### src/include/sfn_consts.vh
// Field positions, timing constants and codes of the synthesizer program registers
`ifndef SFN_CONSTS_VH
`define SFN_CONSTS_VH
`define SFN_WORD_BITS 24
`define SFN_ADDR_INT_FRACTIONAL_NUMERATOR 2'h0
`define SFN_ADDR_REF_MOD 2'h1
`define SFN_ADDR_CONTROL 2'h2
`define SFN_ADDR_NOISE 2'h3
`define SFN_FAST_LOCK_BIT 23
`define SFN_INT_MSB 22
`define SFN_INT_LSB 14
`define SFN_FRACTIONAL_NUMERATOR_MSB 13
`define SFN_FRACTIONAL_NUMERATOR_LSB 2
`define SFN_LOAD_CTRL_BIT 23
`define SFN_MON_SEL_MSB 22
`define SFN_MON_SEL_LSB 20
`define SFN_PRESCALER_BIT 18
`define SFN_RDIV_MSB 17
`define SFN_RDIV_LSB 14
`define SFN_MOD_MSB 13
`define SFN_MOD_LSB 2
`define SFN_CNT_RESET_BIT 2
`define SFN_CP_TRISTATE_BIT 3
`define SFN_POWER_DOWN_BIT 4
`define SFN_LOCK_PREC_BIT 5
`define SFN_PD_POLARITY_BIT 6
`define SFN_CP_CUR_MSB 10
`define SFN_CP_CUR_LSB 7
`define SFN_DOUBLER_BIT 11
`define SFN_NOISE_MSB 10
`define SFN_NOISE_LSB 2
`define SFN_NOISE_LOWEST_SPUR 9'h000
`define SFN_NOISE_LOWEST_NOISE 9'h0F1
`define SFN_MON_OFF 3'h0
`define SFN_MON_LOCK 3'h1
`define SFN_MON_REF_DIV 3'h2
`define SFN_MON_FB_DIV 3'h3
`define SFN_MON_FAST_LOCK 3'h6
`define SFN_LOCK_COUNT_LOW 6'h18
`define SFN_LOCK_COUNT_HIGH 6'h28
`define SFN_CLOCK_MHZ 100
`define SFN_LOCK_WINDOW_NS 15
`define SFN_UNLOCK_ERROR_NS 30
`define SFN_LOCK_WINDOW_CYC ((`SFN_LOCK_WINDOW_NS * `SFN_CLOCK_MHZ) / 1000)
`define SFN_UNLOCK_ERROR_CYC ((`SFN_UNLOCK_ERROR_NS * `SFN_CLOCK_MHZ + 999) / 1000)
`endif

### src/hdl/sfn_program_registers.v
// Serial program registers and digital control of a fractional-N synthesizer
`include "sfn_consts.vh"
`default_nettype none
module sfn_program_registers #(
    parameter INT_WIDTH = 9,
    parameter FRACTIONAL_NUMERATOR_WIDTH = 12,
    parameter RDIV_WIDTH = 4
) (
    input wire i_clock,
    input wire i_reset,
    input wire i_serial_clock,
    input wire i_serial_data,
    input wire i_load_enable,
    input wire i_reference_input,
    input wire i_rf_feedback_input,
    output reg o_charge_pump_up,
    output reg o_charge_pump_down,
    output reg o_charge_pump_oe,
    output reg [3:0] o_charge_pump_current,
    output reg o_charge_pump_boost,
    output reg o_charge_pump_noise_bias,
    output reg o_dither_enable,
    output reg o_prescaler_select,
    output reg o_power_down,
    output reg o_lock_detect,
    output reg o_monitor_output
);
    // Pin synchronisers: serial clock, data, load, reference, rf
    reg [4:0] sync_a;
    reg [4:0] sync_b;
    reg [4:0] sync_c;
    reg [4:0] pin_level;
    reg [4:0] pin_prev;
    wire [4:0] pin_rise = pin_level & ~pin_prev;
    wire [4:0] pin_fall = ~pin_level & pin_prev;
    wire [4:0] next_pin_level = (sync_b & ~(sync_b ^ sync_c)) | (pin_level & (sync_b ^ sync_c));

    always @(posedge i_clock or posedge i_reset) begin
        if (i_reset) begin
            sync_a <= 5'h00;
            sync_b <= 5'h00;
            sync_c <= 5'h00;
            pin_level <= 5'h00;
            pin_prev <= 5'h00;
        end else begin
            sync_a <= {i_rf_feedback_input, i_reference_input, i_load_enable,
                       i_serial_data, i_serial_clock};
            sync_b <= sync_a;
            sync_c <= sync_b;
            pin_level <= next_pin_level;
            pin_prev <= pin_level;
        end
    end

    // Serial input register and word transfer
    reg [23:0] shift_word;
    reg [INT_WIDTH-1:0] int_value;
    reg [FRACTIONAL_NUMERATOR_WIDTH-1:0] fractional_numerator_value;
    reg [FRACTIONAL_NUMERATOR_WIDTH-1:0] modulus_pending;
    reg [FRACTIONAL_NUMERATOR_WIDTH-1:0] modulus_active;
    reg [FRACTIONAL_NUMERATOR_WIDTH-1:0] fast_lock_timer;
    reg fast_lock_request;
    reg [2:0] monitor_select;
    reg [RDIV_WIDTH-1:0] rdiv_value;
    reg [11:0] control_word;
    reg [8:0] noise_mode;
    reg channel_written;
    wire load_strobe = pin_rise[2];

    always @(posedge i_clock or posedge i_reset) begin
        if (i_reset) begin
            shift_word <= 24'h000000;
            int_value <= {INT_WIDTH{1'b0}};
            fractional_numerator_value <= {FRACTIONAL_NUMERATOR_WIDTH{1'b0}};
            modulus_pending <= {FRACTIONAL_NUMERATOR_WIDTH{1'b0}};
            modulus_active <= {FRACTIONAL_NUMERATOR_WIDTH{1'b0}};
            fast_lock_timer <= {FRACTIONAL_NUMERATOR_WIDTH{1'b0}};
            fast_lock_request <= 1'b0;
            monitor_select <= 3'h0;
            rdiv_value <= {RDIV_WIDTH{1'b0}};
            o_prescaler_select <= 1'b0;
            control_word <= 12'h000;
            noise_mode <= 9'h000;
            channel_written <= 1'b0;
        end else begin
            channel_written <= 1'b0;
            if (pin_rise[0]) begin
                shift_word <= {shift_word[22:0], pin_level[1]};
            end
            // Registers keep loading during power-down
            if (load_strobe) begin
                case (shift_word[1:0])
                    `SFN_ADDR_INT_FRACTIONAL_NUMERATOR: begin
                        int_value <= shift_word[`SFN_INT_MSB:`SFN_INT_LSB];
                        fractional_numerator_value <= shift_word[`SFN_FRACTIONAL_NUMERATOR_MSB:`SFN_FRACTIONAL_NUMERATOR_LSB];
                        fast_lock_request <= shift_word[`SFN_FAST_LOCK_BIT];
                        modulus_active <= modulus_pending;
                        channel_written <= 1'b1;
                    end
                    `SFN_ADDR_REF_MOD: begin
                        if (shift_word[`SFN_LOAD_CTRL_BIT]) begin
                            fast_lock_timer <= shift_word[`SFN_MOD_MSB:`SFN_MOD_LSB];
                        end else begin
                            modulus_pending <= shift_word[`SFN_MOD_MSB:`SFN_MOD_LSB];
                        end
                        monitor_select <= shift_word[`SFN_MON_SEL_MSB:`SFN_MON_SEL_LSB];
                        o_prescaler_select <= shift_word[`SFN_PRESCALER_BIT];
                        rdiv_value <= shift_word[`SFN_RDIV_MSB:`SFN_RDIV_LSB];
                    end
                    `SFN_ADDR_CONTROL: begin
                        control_word <= shift_word[11:0];
                    end
                    default: begin
                        noise_mode <= shift_word[`SFN_NOISE_MSB:`SFN_NOISE_LSB];
                    end
                endcase
            end
        end
    end

    wire counter_reset = control_word[`SFN_CNT_RESET_BIT];
    wire power_down = control_word[`SFN_POWER_DOWN_BIT];
    wire hold_counters = counter_reset | power_down;
    wire doubler = control_word[`SFN_DOUBLER_BIT];

    // Reference divider; a ratio of zero is treated as one
    reg [RDIV_WIDTH-1:0] ref_count;
    reg ref_pulse;
    wire ref_edge = doubler ? (pin_rise[3] | pin_fall[3]) : pin_fall[3];
    wire [RDIV_WIDTH-1:0] ref_last = (rdiv_value == {RDIV_WIDTH{1'b0}}) ?
        {{(RDIV_WIDTH-1){1'b0}}, 1'b1} : rdiv_value;

    // Feedback divider: INT or INT+1 chosen by a fraction accumulator
    reg [INT_WIDTH:0] fb_count;
    reg [FRACTIONAL_NUMERATOR_WIDTH-1:0] fractional_numerator_acc;
    reg fb_pulse;
    wire [FRACTIONAL_NUMERATOR_WIDTH:0] acc_sum = {1'b0, fractional_numerator_acc} + {1'b0, fractional_numerator_value};
    wire acc_carry = (modulus_active != {FRACTIONAL_NUMERATOR_WIDTH{1'b0}}) &&
        (acc_sum >= {1'b0, modulus_active});
    wire [INT_WIDTH:0] fb_ratio = {1'b0, int_value} + {{INT_WIDTH{1'b0}}, acc_carry};

    always @(posedge i_clock or posedge i_reset) begin
        if (i_reset) begin
            ref_count <= {RDIV_WIDTH{1'b0}};
            ref_pulse <= 1'b0;
            fb_count <= {(INT_WIDTH+1){1'b0}};
            fractional_numerator_acc <= {FRACTIONAL_NUMERATOR_WIDTH{1'b0}};
            fb_pulse <= 1'b0;
        end else if (hold_counters) begin
            // Load state: counters restart cleanly once released
            ref_count <= {RDIV_WIDTH{1'b0}};
            ref_pulse <= 1'b0;
            fb_count <= {(INT_WIDTH+1){1'b0}};
            fractional_numerator_acc <= {FRACTIONAL_NUMERATOR_WIDTH{1'b0}};
            fb_pulse <= 1'b0;
        end else begin
            ref_pulse <= 1'b0;
            fb_pulse <= 1'b0;
            if (ref_edge) begin
                if (ref_count + {{(RDIV_WIDTH-1){1'b0}}, 1'b1} >= ref_last) begin
                    ref_count <= {RDIV_WIDTH{1'b0}};
                    ref_pulse <= 1'b1;
                end else begin
                    ref_count <= ref_count + {{(RDIV_WIDTH-1){1'b0}}, 1'b1};
                end
            end
            if (pin_rise[4]) begin
                if (fb_count + {{INT_WIDTH{1'b0}}, 1'b1} >= fb_ratio) begin
                    fb_count <= {(INT_WIDTH+1){1'b0}};
                    fb_pulse <= 1'b1;
                    fractional_numerator_acc <= acc_carry ? acc_sum[FRACTIONAL_NUMERATOR_WIDTH-1:0] - modulus_active :
                        acc_sum[FRACTIONAL_NUMERATOR_WIDTH-1:0];
                end else begin
                    fb_count <= fb_count + {{INT_WIDTH{1'b0}}, 1'b1};
                end
            end
        end
    end

    // Phase detector: error is the clock count between the two edges
    localparam PH_IDLE = 3'b001;
    localparam PH_REF_FIRST = 3'b010;
    localparam PH_FB_FIRST = 3'b100;
    reg [2:0] ph_state;
    reg [7:0] err_count;
    reg [5:0] good_count;
    reg err_done;
    wire [5:0] lock_target = control_word[`SFN_LOCK_PREC_BIT] ?
        `SFN_LOCK_COUNT_HIGH : `SFN_LOCK_COUNT_LOW;
    wire in_window = err_count < `SFN_LOCK_WINDOW_CYC;
    wire too_late = err_count > `SFN_UNLOCK_ERROR_CYC;

    always @(posedge i_clock or posedge i_reset) begin
        if (i_reset) begin
            ph_state <= PH_IDLE;
            err_count <= 8'h00;
            err_done <= 1'b0;
        end else if (hold_counters) begin
            ph_state <= PH_IDLE;
            err_count <= 8'h00;
            err_done <= 1'b0;
        end else begin
            err_done <= 1'b0;
            case (ph_state)
                PH_IDLE: begin
                    err_count <= 8'h00;
                    if (ref_pulse && fb_pulse) begin
                        err_done <= 1'b1;
                    end else if (ref_pulse) begin
                        ph_state <= PH_REF_FIRST;
                    end else if (fb_pulse) begin
                        ph_state <= PH_FB_FIRST;
                    end
                end
                PH_REF_FIRST, PH_FB_FIRST: begin
                    if (err_count != 8'hFF) begin
                        err_count <= err_count + 8'h01;
                    end
                    if ((ph_state == PH_REF_FIRST) ? fb_pulse : ref_pulse) begin
                        err_done <= 1'b1;
                        ph_state <= PH_IDLE;
                    end
                end
                default: begin
                    ph_state <= PH_IDLE;
                end
            endcase
        end
    end

    // Lock detect, fast-lock timer and registered outputs
    reg [FRACTIONAL_NUMERATOR_WIDTH-1:0] boost_count;
    wire up_raw = (ph_state == PH_REF_FIRST);
    wire down_raw = (ph_state == PH_FB_FIRST);
    wire positive_slope = control_word[`SFN_PD_POLARITY_BIT];

    always @(posedge i_clock or posedge i_reset) begin
        if (i_reset) begin
            good_count <= 6'h00;
            o_lock_detect <= 1'b0;
            boost_count <= {FRACTIONAL_NUMERATOR_WIDTH{1'b0}};
            o_charge_pump_boost <= 1'b0;
            o_charge_pump_up <= 1'b0;
            o_charge_pump_down <= 1'b0;
            o_charge_pump_oe <= 1'b0;
            o_charge_pump_current <= 4'h0;
            o_charge_pump_noise_bias <= 1'b0;
            o_dither_enable <= 1'b0;
            o_power_down <= 1'b0;
            o_monitor_output <= 1'b0;
        end else begin
            if (power_down || channel_written) begin
                good_count <= 6'h00;
                o_lock_detect <= 1'b0;
            end else if (err_done) begin
                if (too_late) begin
                    o_lock_detect <= 1'b0;
                end
                if (in_window) begin
                    if (good_count + 6'h01 >= lock_target) begin
                        o_lock_detect <= 1'b1;
                    end
                    if (good_count != 6'h3F) begin
                        good_count <= good_count + 6'h01;
                    end
                end else begin
                    good_count <= 6'h00;
                end
            end
            // Timer restarts on each divider write with fast lock set
            if (channel_written && fast_lock_request) begin
                boost_count <= fast_lock_timer;
            end else if (ref_pulse && boost_count != {FRACTIONAL_NUMERATOR_WIDTH{1'b0}}) begin
                boost_count <= boost_count - {{(FRACTIONAL_NUMERATOR_WIDTH-1){1'b0}}, 1'b1};
            end
            o_charge_pump_boost <= (boost_count != {FRACTIONAL_NUMERATOR_WIDTH{1'b0}}) && !power_down;
            o_charge_pump_up <= positive_slope ? up_raw : down_raw;
            o_charge_pump_down <= positive_slope ? down_raw : up_raw;
            o_charge_pump_oe <= !control_word[`SFN_CP_TRISTATE_BIT] && !power_down;
            o_charge_pump_current <= control_word[`SFN_CP_CUR_MSB:`SFN_CP_CUR_LSB];
            o_dither_enable <= (noise_mode == `SFN_NOISE_LOWEST_SPUR);
            o_charge_pump_noise_bias <= (noise_mode == `SFN_NOISE_LOWEST_NOISE);
            o_power_down <= power_down;
            case (monitor_select)
                `SFN_MON_LOCK: o_monitor_output <= o_lock_detect;
                `SFN_MON_REF_DIV: o_monitor_output <= ref_pulse;
                `SFN_MON_FB_DIV: o_monitor_output <= fb_pulse;
                `SFN_MON_FAST_LOCK: o_monitor_output <= (boost_count != {FRACTIONAL_NUMERATOR_WIDTH{1'b0}});
                default: o_monitor_output <= 1'b0;
            endcase
        end
    end
endmodule // sfn_program_registers
`default_nettype wire

### config.mk
export PLATFORM = sky130hd
export DESIGN_NAME = sfn_program_registers
export DESIGN_NICKNAME = d
export VERILOG_FILES = /design/src/hdl/sfn_program_registers.v
export VERILOG_INCLUDE_DIRS = /design/src /design/src/include
export SDC_FILE = /design/constraint.sdc
export NUM_CORES = 1
export LEC_CHECK = 0
export BUFFER_PORTS_ARGS = -buffer_cell sky130_fd_sc_hd__buf_2
export CELL_PAD_IN_SITES_DETAIL_PLACEMENT = 0
export CELL_PAD_IN_SITES_GLOBAL_PLACEMENT = 2
export CORE_UTILIZATION = 30
export CTS_CLUSTER_DIAMETER = 50
export CTS_CLUSTER_SIZE = 28
export DETAILED_ROUTE_END_ITERATION = 10
export GPL_ROUTABILITY_DRIVEN = 0
export PLACE_DENSITY_LB_ADDON = 0.3
export SYNTH_ARGS = -nofsm -noshare
export SYNTH_HDL_FRONTEND = slang
export SYNTH_SLANG_ARGS = --single-unit
### constraint.sdc
create_clock -name i_clock -period 7.2 [get_ports i_clock]
set_clock_uncertainty 0.2 [all_clocks]
set_input_delay 1.08 -clock i_clock [delete_from_list [all_inputs] [get_ports i_clock]]
set_output_delay 1.08 -clock i_clock [all_outputs]
set_load 0.005 [all_outputs]
==> flow_summary_export.csv, run 1 <==
group,metric,value,unit
pwr,leakage,5.36,nW
setup_path,startpoint_type,"flip-flop",
sta,fin_crit_sh,88.5,%
setup_path,rrSetupSlack,0.83,ns
route,routed_via_density,4.67,
sta,hold_viol,0,
die,die_y,183,um
global_route,grt-ovfl-total,0,
clock_network,hold_buffers,0,
clock_network,post_cts_buffers,0,
sta,tns,0,ns
synthesis,synth_seq_cells,205,
setup_path,worst-path-max-fanout,13,
final_layout,layout-area-overhead-vs-synth,16.8,%
synthesis,synthCells,873,
route,drt_iter0_drc,377,
sta,setup_viol,0,
final_layout,final_common_cell,"dfrtp_1",
synthesis,synthArstFlopShare,100,%
clock_network,clk_latency,0.54,ns
synthesis,syn_avg_cell_area,11.3,sq um
die,num_rows,66,
setup_path,cp_top_family,"compound AO/OA/AOI/OAI gates",
setup_path,cp.arrival,6.57,ns
global_route,antenna_found_initial,0,
synthesis,synth-seq-area-share,51.9,%
final_layout,n_fill_cell,3235,
status,status,"finished, final reports clean",
final_layout,final_cell_mix,"dfrtp_1 (204), mux2_2 (94), nand2_1 (88)",
clock_network,cts_sinks,205,
final_layout,final_nets,964,
route,drc,0,
flow_run,max-cap-violations,0,
setup_path,crit_path_top_delay_cell,"or4_4",
sta,tightest_slew,1.19,ns
clock_network,cts.repair.resized,0,
clock_network,cts-htree-levels,1,
sta,slew_violations,0,
global_route,grt_max_degree,83,
die,die_x,183,um
final_layout,drive_gt1_share,20.9,%
placement,hpwl,14.9,mm
final_layout,insertedDiodeCount,0,
hold_path,hold_path_class,"reg2reg",
setup_path,critPathMaxStageDelay,0.44,ns
setup_path,path_class,"reg2reg",
setup_path,path_buf_inv,3,
global_route,grt_pass1_wl,36.1,mm
clock_network,cts_tree,"done",
route,drtPass1Iterations,4,
synthesis,yosysUniqueCellTypes,70,
route,drt_wl_total,21.6,mm
clock_network,clk_pin_slew,0.07,ns
pwr,power.density,401,nW/um^2
setup_path,cp_data_required_time,7.40,ns
pwr,peakVddDrop,0.000210,V
sta,timing.slew.headroom,20.2,%
route,ant_nets,0,
global_route,grt_pass1_vias,6657,
placement,io_buffers,20,
global_route,grt_usage,13.4,%
synthesis,syn_area,9880,sq um
die,core_area,32500,sq um
route,wl_per_cell,15.8,um
pwr,power.total,4.63,mW
setup_path,path_common_cell,"ha_1",
sta,max_freq,157,MHz
setup_path,crit_path_end_kind,"flip-flop",
die,start_util,30.4,%
die,die_area,33700,sq um
clock_network,cts_root_buffer,"clkbuf_16",
die,ioPinCount,21,
sta,period_needed,6.37,ns
route,routed-via-count,6389,
clock_network,clockBufferDepth,3,
sta,rsz0062_at_grt,"false",
clock_network,numCtsBuffers,28,
synthesis,synth-edff-count,0,
synthesis,synth_nets,932,
synthesis,synth_ff_type,"dfrtp_1",
synthesis,synth_warnings,0,
## flip-flops by register name, indices dropped and copies added, names as in the netlist, 5 cells and up, named ones only
register and cells:
int_value 9, shift_word 24, control_word 10, fb_count 10, modulus_pending 12, boost_count 12
err_count 8, sync_b 5, noise_mode 9, modulus_active 12, fractional_numerator_value 12, fractional_numerator_acc 12
sync_a 5, sync_c 5, good_count 6, fast_lock_timer 12
## area by class of cell
| type | count | area, sq um | share of cell area, % |
|---|---|---|---|
| clock buffer | 32 | 757 | 6.56 |
| timing repair buffer | 28 | 160 | 1.39 |
| multi-input combinational | 607 | 4520 | 39.2 |
| sequential | 205 | 5130 | 44.5 |
| clock inverter | 20 | 277 | 2.40 |
| inverter | 35 | 141 | 1.23 |
| tap | 442 | 553 | 4.79 |
## report_power, final
group          switching (mW)  total, mW  internal (mW)  leakage [nW]
Clock                   0.617       1.49          0.872         0.505
Sequential              0.238       1.62           1.38          2.72
Combinational           0.844       1.52          0.679          2.14
Total                    1.70       4.63           2.93          5.36
## Yosys cell counts, drive strengths merged (4+ instances only)
cell / count / area [sq um]
ha: 50 / 626
maj3: 5 / 50.1
nor2: 40 / 150
and3: 10 / 62.6
o311ai: 4 / 35.0
a21o: 13 / 97.6
a21oi: 20 / 104
o21a: 7 / 52.6
xnor2: 25 / 219
clkbuf: 20 / 76.3
nor2b: 11 / 68.8
nor3b: 4 / 30.0
mux2i: 11 / 110
inv: 34 / 130
nand2b: 19 / 119
o21ai: 67 / 339
buf: 6 / 31.3
a31oi: 5 / 31.3
nand2: 88 / 330
dfrtp: 204 / 5100
xor2: 22 / 193
nand3: 25 / 125
nor3: 11 / 55.1
or2: 5 / 31.3
and2: 4 / 25.0
or4: 4 / 33.8
nor4: 7 / 43.8
mux2: 94 / 1060
## routing by layer
| layer | up-vias | routed length, um | GRT usage (%) | share of wire [%] |
|---|---|---|---|---|
| met5 | - | 0 | 0 | 0 |
| met4 | 0 | 476 | 3.47 | 2.2 |
| met3 | 37 | 525 | 2.06 | 2.4 |
| met2 | 54 | 9840 | 21.5 | 46 |
| met1 | 3126 | 10800 | 18.8 | 50 |
| li1 | 3172 | - | - | - |
## path summary, 6_finish.rpt
check                                               from                     endpoint  depth (start not counted)
hold reg to reg                                sync_a[4]                    sync_b[4]                          0
setup / recovery           fractional_numerator_value[0]  fractional_numerator_acc[7]                         28
hold / removal                                 sync_a[4]                    sync_b[4]                          0
min in group asynchronous                        i_reset             o_charge_pump_oe                          2
max in group asynchronous                        i_reset                  fb_count[8]                          3
setup reg to reg           fractional_numerator_value[0]  fractional_numerator_acc[7]                         28
## per-stage QoR
stage	std cells	utilization, %	hold slack (ns)	cell area [sq um]	worst slack, ns
detailed placement	1317	32.4	0.136	10500	0.835
CTS	1369	35.6	0.152	11500	0.808
global placement	1317	32.4	0.134	10500	0.899
finish	1369	35.6	0.149	11500	0.828
floorplan	873	-	0.131	9880	0.326
global route	1369	35.6	0.155	11500	0.151
## logic make-up after synthesis
logic type,after synthesis,synth area share (%)
AO/OA/AOI/OAI,154,10.2
XOR/XNOR,47,4.17
adder cells (fa/ha/maj),57,7.24
buffers and inverters,61,2.44
flip-flops,205,51.9
multiplexers,105,11.8
AND/OR/NAND/NOR,244,12.2
(Power assumes the default switching activity.)
==> inputs of run 2 (changes only) <==
--- a/config.mk
+++ b/config.mk
@@ -15,6 +15,7 @@
 export DETAILED_ROUTE_END_ITERATION = 10
 export GPL_ROUTABILITY_DRIVEN = 0
 export PLACE_DENSITY_LB_ADDON = 0.3
+export REMOVE_ABC_BUFFERS = 1
 export SYNTH_ARGS = -nofsm -noshare
 export SYNTH_HDL_FRONTEND = slang
 export SYNTH_SLANG_ARGS = --single-unit
==> run 2 against run 1 <==
Worst setup slack better by 0.025 ns. Highest routed layer unchanged. Maximum frequency is 0.39% higher. Largest cell class unchanged. Global-route usage about the same. Clock-buffer cell count is the same. Sequential share of layout area increased by 0.62 points. Critical path depth did not move. Largest power group unchanged. Sequential power about the same. Sequential cell count stayed put. Combinational power up 3%. Die area stayed put. Non-clock buffer count is 2 lower.
==> flow_summary_export.csv, run 2 (synthesis results as in run 1) <==
group,metric,value,unit
status,status,"finished, final reports clean",
final_layout,final_common_cell,"dfrtp_1",
clock_network,cts_tree,"done",
global_route,busiest_layer,"met2",
setup_path,crit_path_top_delay_cell,"or4_4",
hold_path,hold_path_class,"reg2reg",
sta,hold_viol,0,
setup_path,cp_data_required_time,7.38,ns
global_route,gr-usage-met2,21.3,%
global_route,grt_pass1_vias,6552,
sta,fin_crit_sh,88.2,%
placement,dp_slack,0.892,ns
placement,placed_cells,1315,
clock_network,cts.repair.resized,0,
setup_path,critPathMaxStageDelay,0.49,ns
sta,tns,0,ns
pwr,p_clk_share,29.0,%
final_layout,insertedDiodeCount,0,
pwr,power.density,393,nW/um^2
global_route,grt_max_degree,138,
clock_network,numCtsBuffers,27,
final_layout,drive_gt1_share,20.1,%
final_layout,top_register,"shift_word",
pwr,peakVddDrop,0.000192,V
final_layout,fin_cells,1364,
die,die_area,33700,sq um
global_route,grt_pass1_wl,36.0,mm
sta,max_freq,158,MHz
setup_path,crit_path_end_kind,"flip-flop",
final_layout,largest_reg_flops,24,
flow_run,max-cap-violations,0,
placement,io_buffers,20,
route,drt_wl_total,21.5,mm
route,routed-via-count,6424,
setup_path,startpoint_type,"flip-flop",
die,die_y,183,um
placement,hpwl,14.7,mm
sta,period_needed,6.35,ns
route,wl_per_cell,15.8,um
global_route,use_met1,18.9,%
clock_network,cts_root_buffer,"clkbuf_16",
pwr,leakage,5.27,nW
global_route,met3_usage,1.88,%
clock_network,cts_sinks,205,
final_layout,final_cell_mix,"dfrtp_1 (204), mux2_2 (94), nand2_1 (88)",
die,start_util,30.4,%
die,core_area,32500,sq um
setup_path,cp.arrival,6.53,ns
clock_network,hold_buffers,0,
route,drt_iter0_drc,280,
sta,tightest_slew,1.17,ns
clock_network,clk_pin_slew,0.06,ns
route,ant_nets,0,
die,ioPinCount,21,
pwr,internal_power,2.79,mW
pwr,swShare,37.7,%
sta,slew_violations,0,
clock_network,clk_latency,0.54,ns
global_route,antenna_found_initial,0,
pwr,switchingPower,1.69,mW
sta,setup_viol,0,
final_layout,layout-area-overhead-vs-synth,15.2,%
sta,hold_slack,0.149,ns
global_route,grt_usage,13.4,%
route,routed_via_density,4.71,
clock_network,clockBufferDepth,3,
route,drc,0,
sta,layout_setup_ws,0.853,ns
setup_path,path_class,"reg2reg",
pwr,p_seq_share,36.2,%
setup_path,path_buf_inv,3,
route,drtPass1Iterations,4,
setup_path,worst-path-max-fanout,13,
clock_network,cts-htree-levels,1,
die,die_x,183,um
sta,timing.slew.headroom,21.6,%
global_route,grt-ovfl-total,0,
clock_network,post_cts_buffers,0,
setup_path,path_common_cell,"ha_1",
die,num_rows,66,
sta,rsz0062_at_grt,"false",
setup_path,cp_top_family,"compound AO/OA/AOI/OAI gates",
pwr,comb_power_share,34.8,%
final_layout,final_nets,961,
## run 2: power groups by stage
stage | logic, mW | registers (mW) | clock network [mW]
6_report | 1.56 | 1.62 | 1.30
4_1_cts | 1.56 | 1.63 | 1.34
3_3_place_gp | 1.56 | 1.65 | 0
3_5_place_dp | 1.55 | 1.65 | 0
5_1_grt | 1.72 | 1.66 | 1.39
2_1_floorplan | 1.17 | 1.54 | 0
## run 2: area by class of cell
type	count	area, sq um
fill	3224	21100
tap	442	553
clock inverter	17	195
clock buffer	32	694
inverter	35	141
timing repair buffer	26	145
multi-input combinational	607	4520
sequential	205	5130
## run 2: per-layer routing
metal,vias to the layer above,share of wire [%]
li1,3170,-
met1,3168,50
met2,55,45
met3,31,2.4
met5,-,0
met4,0,2.2
## run 2: stage by stage
| stage | power (mW) | cell area, sq um | utilization [%] |
|---|---|---|---|
| after global routing | 4.77 | 11400 | 35.1 |
| after detailed placement | 3.20 | 10500 | 32.3 |
| after global placement | 3.21 | 10500 | 32.3 |
| final | 4.48 | 11400 | 35.1 |
| after floorplan | 2.71 | 9770 | - |
| after CTS | 4.54 | 11400 | 35.1 |
## run 2: path summary, 6_finish.rpt
path | depth (start not counted) | slack, ns | startpoint | to
max in group asynchronous | 3 | 4.73 | i_reset | sync_a[4]
min in group asynchronous | 2 | 0.57 | i_reset | control_word[7]
setup / recovery | 28 | 0.85 | fractional_numerator_acc[0] | fractional_numerator_acc[7]
hold reg to reg | 0 | 0.15 | sync_a[3] | sync_b[3]
hold / removal | 0 | 0.15 | sync_a[3] | sync_b[3]
setup reg to reg | 28 | 0.85 | fractional_numerator_acc[0] | fractional_numerator_acc[7]
==> inputs of run 3 (changes only) <==
--- a/config.mk
+++ b/config.mk
@@ -14,6 +14,7 @@
 export CTS_CLUSTER_SIZE = 28
 export DETAILED_ROUTE_END_ITERATION = 10
 export GPL_ROUTABILITY_DRIVEN = 0
+export GPL_TIMING_DRIVEN = 1
 export PLACE_DENSITY_LB_ADDON = 0.3
 export REMOVE_ABC_BUFFERS = 1
 export SYNTH_ARGS = -nofsm -noshare
==> constraint.sdc (replaced) <==
create_clock -name i_clock -period 7.55 [get_ports i_clock]
set_clock_uncertainty 0.2 [all_clocks]
set_input_delay 1.1325 -clock i_clock [delete_from_list [all_inputs] [get_ports i_clock]]
set_output_delay 1.1325 -clock i_clock [all_outputs]
set_load 0.005 [all_outputs]
==> run 3 against run 2 <==
Sequential power down 4%. Clock power about the same. Cell area up 0.23%. Power down 3.2%.
==> flow_summary_export.csv, run 3 (synthesis results as in run 1) <==
group,metric,value,unit
die,num_rows,66,
route,routed-via-count,6424,
setup_path,cp_data_required_time,7.75,ns
sta,setup_viol,0,
sta,layout_setup_ws,1.01,ns
setup_path,rrSetupSlack,1.01,ns
sta,period_needed,6.54,ns
clock_network,cts_sinks,205,
clock_network,post_cts_buffers,0,
clock_network,numCtsBuffers,27,
sta,fin_crit_sh,86.7,%
status,status,"finished, final reports clean",
final_layout,insertedDiodeCount,0,
clock_network,cts.repair.resized,0,
final_layout,largest_reg_flops,24,
setup_path,cp.arrival,6.74,ns
setup_path,r2r-start,"fractional_numerator_acc[0]",
setup_path,r2r_cells,28,
die,die_x,183,um
setup_path,startpoint_type,"flip-flop",
route,drc,0,
die,die_y,183,um
sta,tightest_slew,1.18,ns
final_layout,fin_cells,1363,
sta,timing.slew.headroom,21.0,%
route,drtPass1Iterations,4,
clock_network,clk_latency,0.53,ns
route,wl_per_cell,15.7,um
flow_run,max-cap-violations,0,
setup_path,crit_path_top_delay_cell,"or4_4",
setup_path,cp_top_family,"compound AO/OA/AOI/OAI gates",
setup_path,path_common_cell,"ha_1",
final_layout,top_register,"shift_word",
global_route,grt_pass1_wl,36.3,mm
setup_path,crit_path_end_kind,"flip-flop",
final_layout,final_cell_mix,"dfrtp_1 (204), mux2_2 (94), nand2_1 (88)",
clock_network,clk_pin_slew,0.07,ns
global_route,antenna_found_initial,0,
route,routed_via_density,4.71,
route,drt_wl_total,21.5,mm
clock_network,cts_tree,"done",
final_layout,post-route-cell-area,11400,sq um
final_layout,fin_util,35.2,%
pwr,power.density,380,nW/um^2
placement,placed_cells,1314,
global_route,grt_usage,13.5,%
hold_path,hold_path_class,"reg2reg",
setup_path,critPathMaxStageDelay,0.44,ns
clock_network,clockBufferDepth,3,
final_layout,layout-area-overhead-vs-synth,15.4,%
sta,tns,0,ns
pwr,leakage,5.29,nW
die,start_util,30.4,%
sta,rsz0062_at_grt,"false",
clock_network,hold_buffers,0,
setup_path,critical_path_depth,28,
placement,hpwl,14.9,mm
sta,max_freq,153,MHz
final_layout,multi_input_area,4520,sq um
placement,placed_cell_area,10500,sq um
final_layout,final_common_cell,"dfrtp_1",
setup_path,worst-path-max-fanout,13,
die,die_area,33700,sq um
setup_path,critPathCapture,"fractional_numerator_acc[7]",
clock_network,cts-htree-levels,1,
setup_path,r2r-end,"fractional_numerator_acc[7]",
sta,hold_viol,0,
placement,io_buffers,20,
pwr,peakVddDrop,0.000229,V
global_route,grt-ovfl-total,0,
clock_network,cts_root_buffer,"clkbuf_16",
sta,slew_violations,0,
final_layout,seqCellArea,5130,sq um
setup_path,critPathLaunch,"fractional_numerator_acc[0]",
setup_path,path_class,"reg2reg",
final_layout,drive_gt1_share,20.5,%
global_route,grt_max_degree,148,
die,core_area,32500,sq um
setup_path,path_buf_inv,3,
final_layout,final_nets,960,
global_route,grt_pass1_vias,6599,
placement,dp_slack,0.998,ns
route,ant_nets,0,
die,ioPinCount,21,
route,drt_iter0_drc,275,
final_layout,n_fill_cell,3237,
[run 3: final cells by class]
type	instances	share of cell area, %
flip-flops and latches	205	45.0
clock buffers	27	5.92
multi-input cells	607	39.6
well taps	442	4.85
repair buffers	25	1.21
inverters	35	1.24
clock inverters	22	2.17
[run 3: power by group]
group	switching, mW	internal [mW]	total [mW]
sequential	0.230	1.32	1.55
combinational	0.825	0.650	1.48
clock	0.579	0.732	1.31
[run 3: worst reg2reg max path, delay by kind of cell (launching register included)]
kind / cells / cell delay [ns]
flip-flops: 1 / 0.39
buffers and inverters: 3 / 0.54
adder cells (fa/ha/maj): 6 / 1.45
XOR/XNOR: 2 / 0.25
AO/OA/AOI/OAI: 10 / 2.30
AND/OR/NAND/NOR: 7 / 1.28
[run 3: per-layer routing]
metal / vias to the layer above / part of all wire (%) / track usage, %
li1: 3166 / - / -
met1: 3158 / 50 / 19.2
met2: 71 / 45 / 21.3
met3: 29 / 2.7 / 2.06
met4: 0 / 2.5 / 3.67
met5: - / 0 / 0
[run 3: worst min-delay path by stage]
stage / startpoint / to / slack [ns] / cells after the start
6_report: sync_a[2] / sync_b[2] / 0.14 / 0
5_1_grt: sync_a[2] / sync_b[2] / 0.14 / 0
4_1_cts: sync_a[4] / sync_b[4] / 0.15 / 0
3_5_place_dp: sync_a[2] / sync_b[2] / 0.14 / 0
3_3_place_gp: sync_a[2] / sync_b[2] / 0.13 / 0
2_1_floorplan: sync_a[0] / sync_b[0] / 0.13 / 0
[run 3: stage by stage]
step                      hold slack [ns]  power, mW
after floorplan                     0.131       2.58
after global placement              0.134       3.06
after detailed placement            0.138       3.05
after CTS                           0.145       4.39
after global routing                0.142       4.64
final                               0.142       4.33
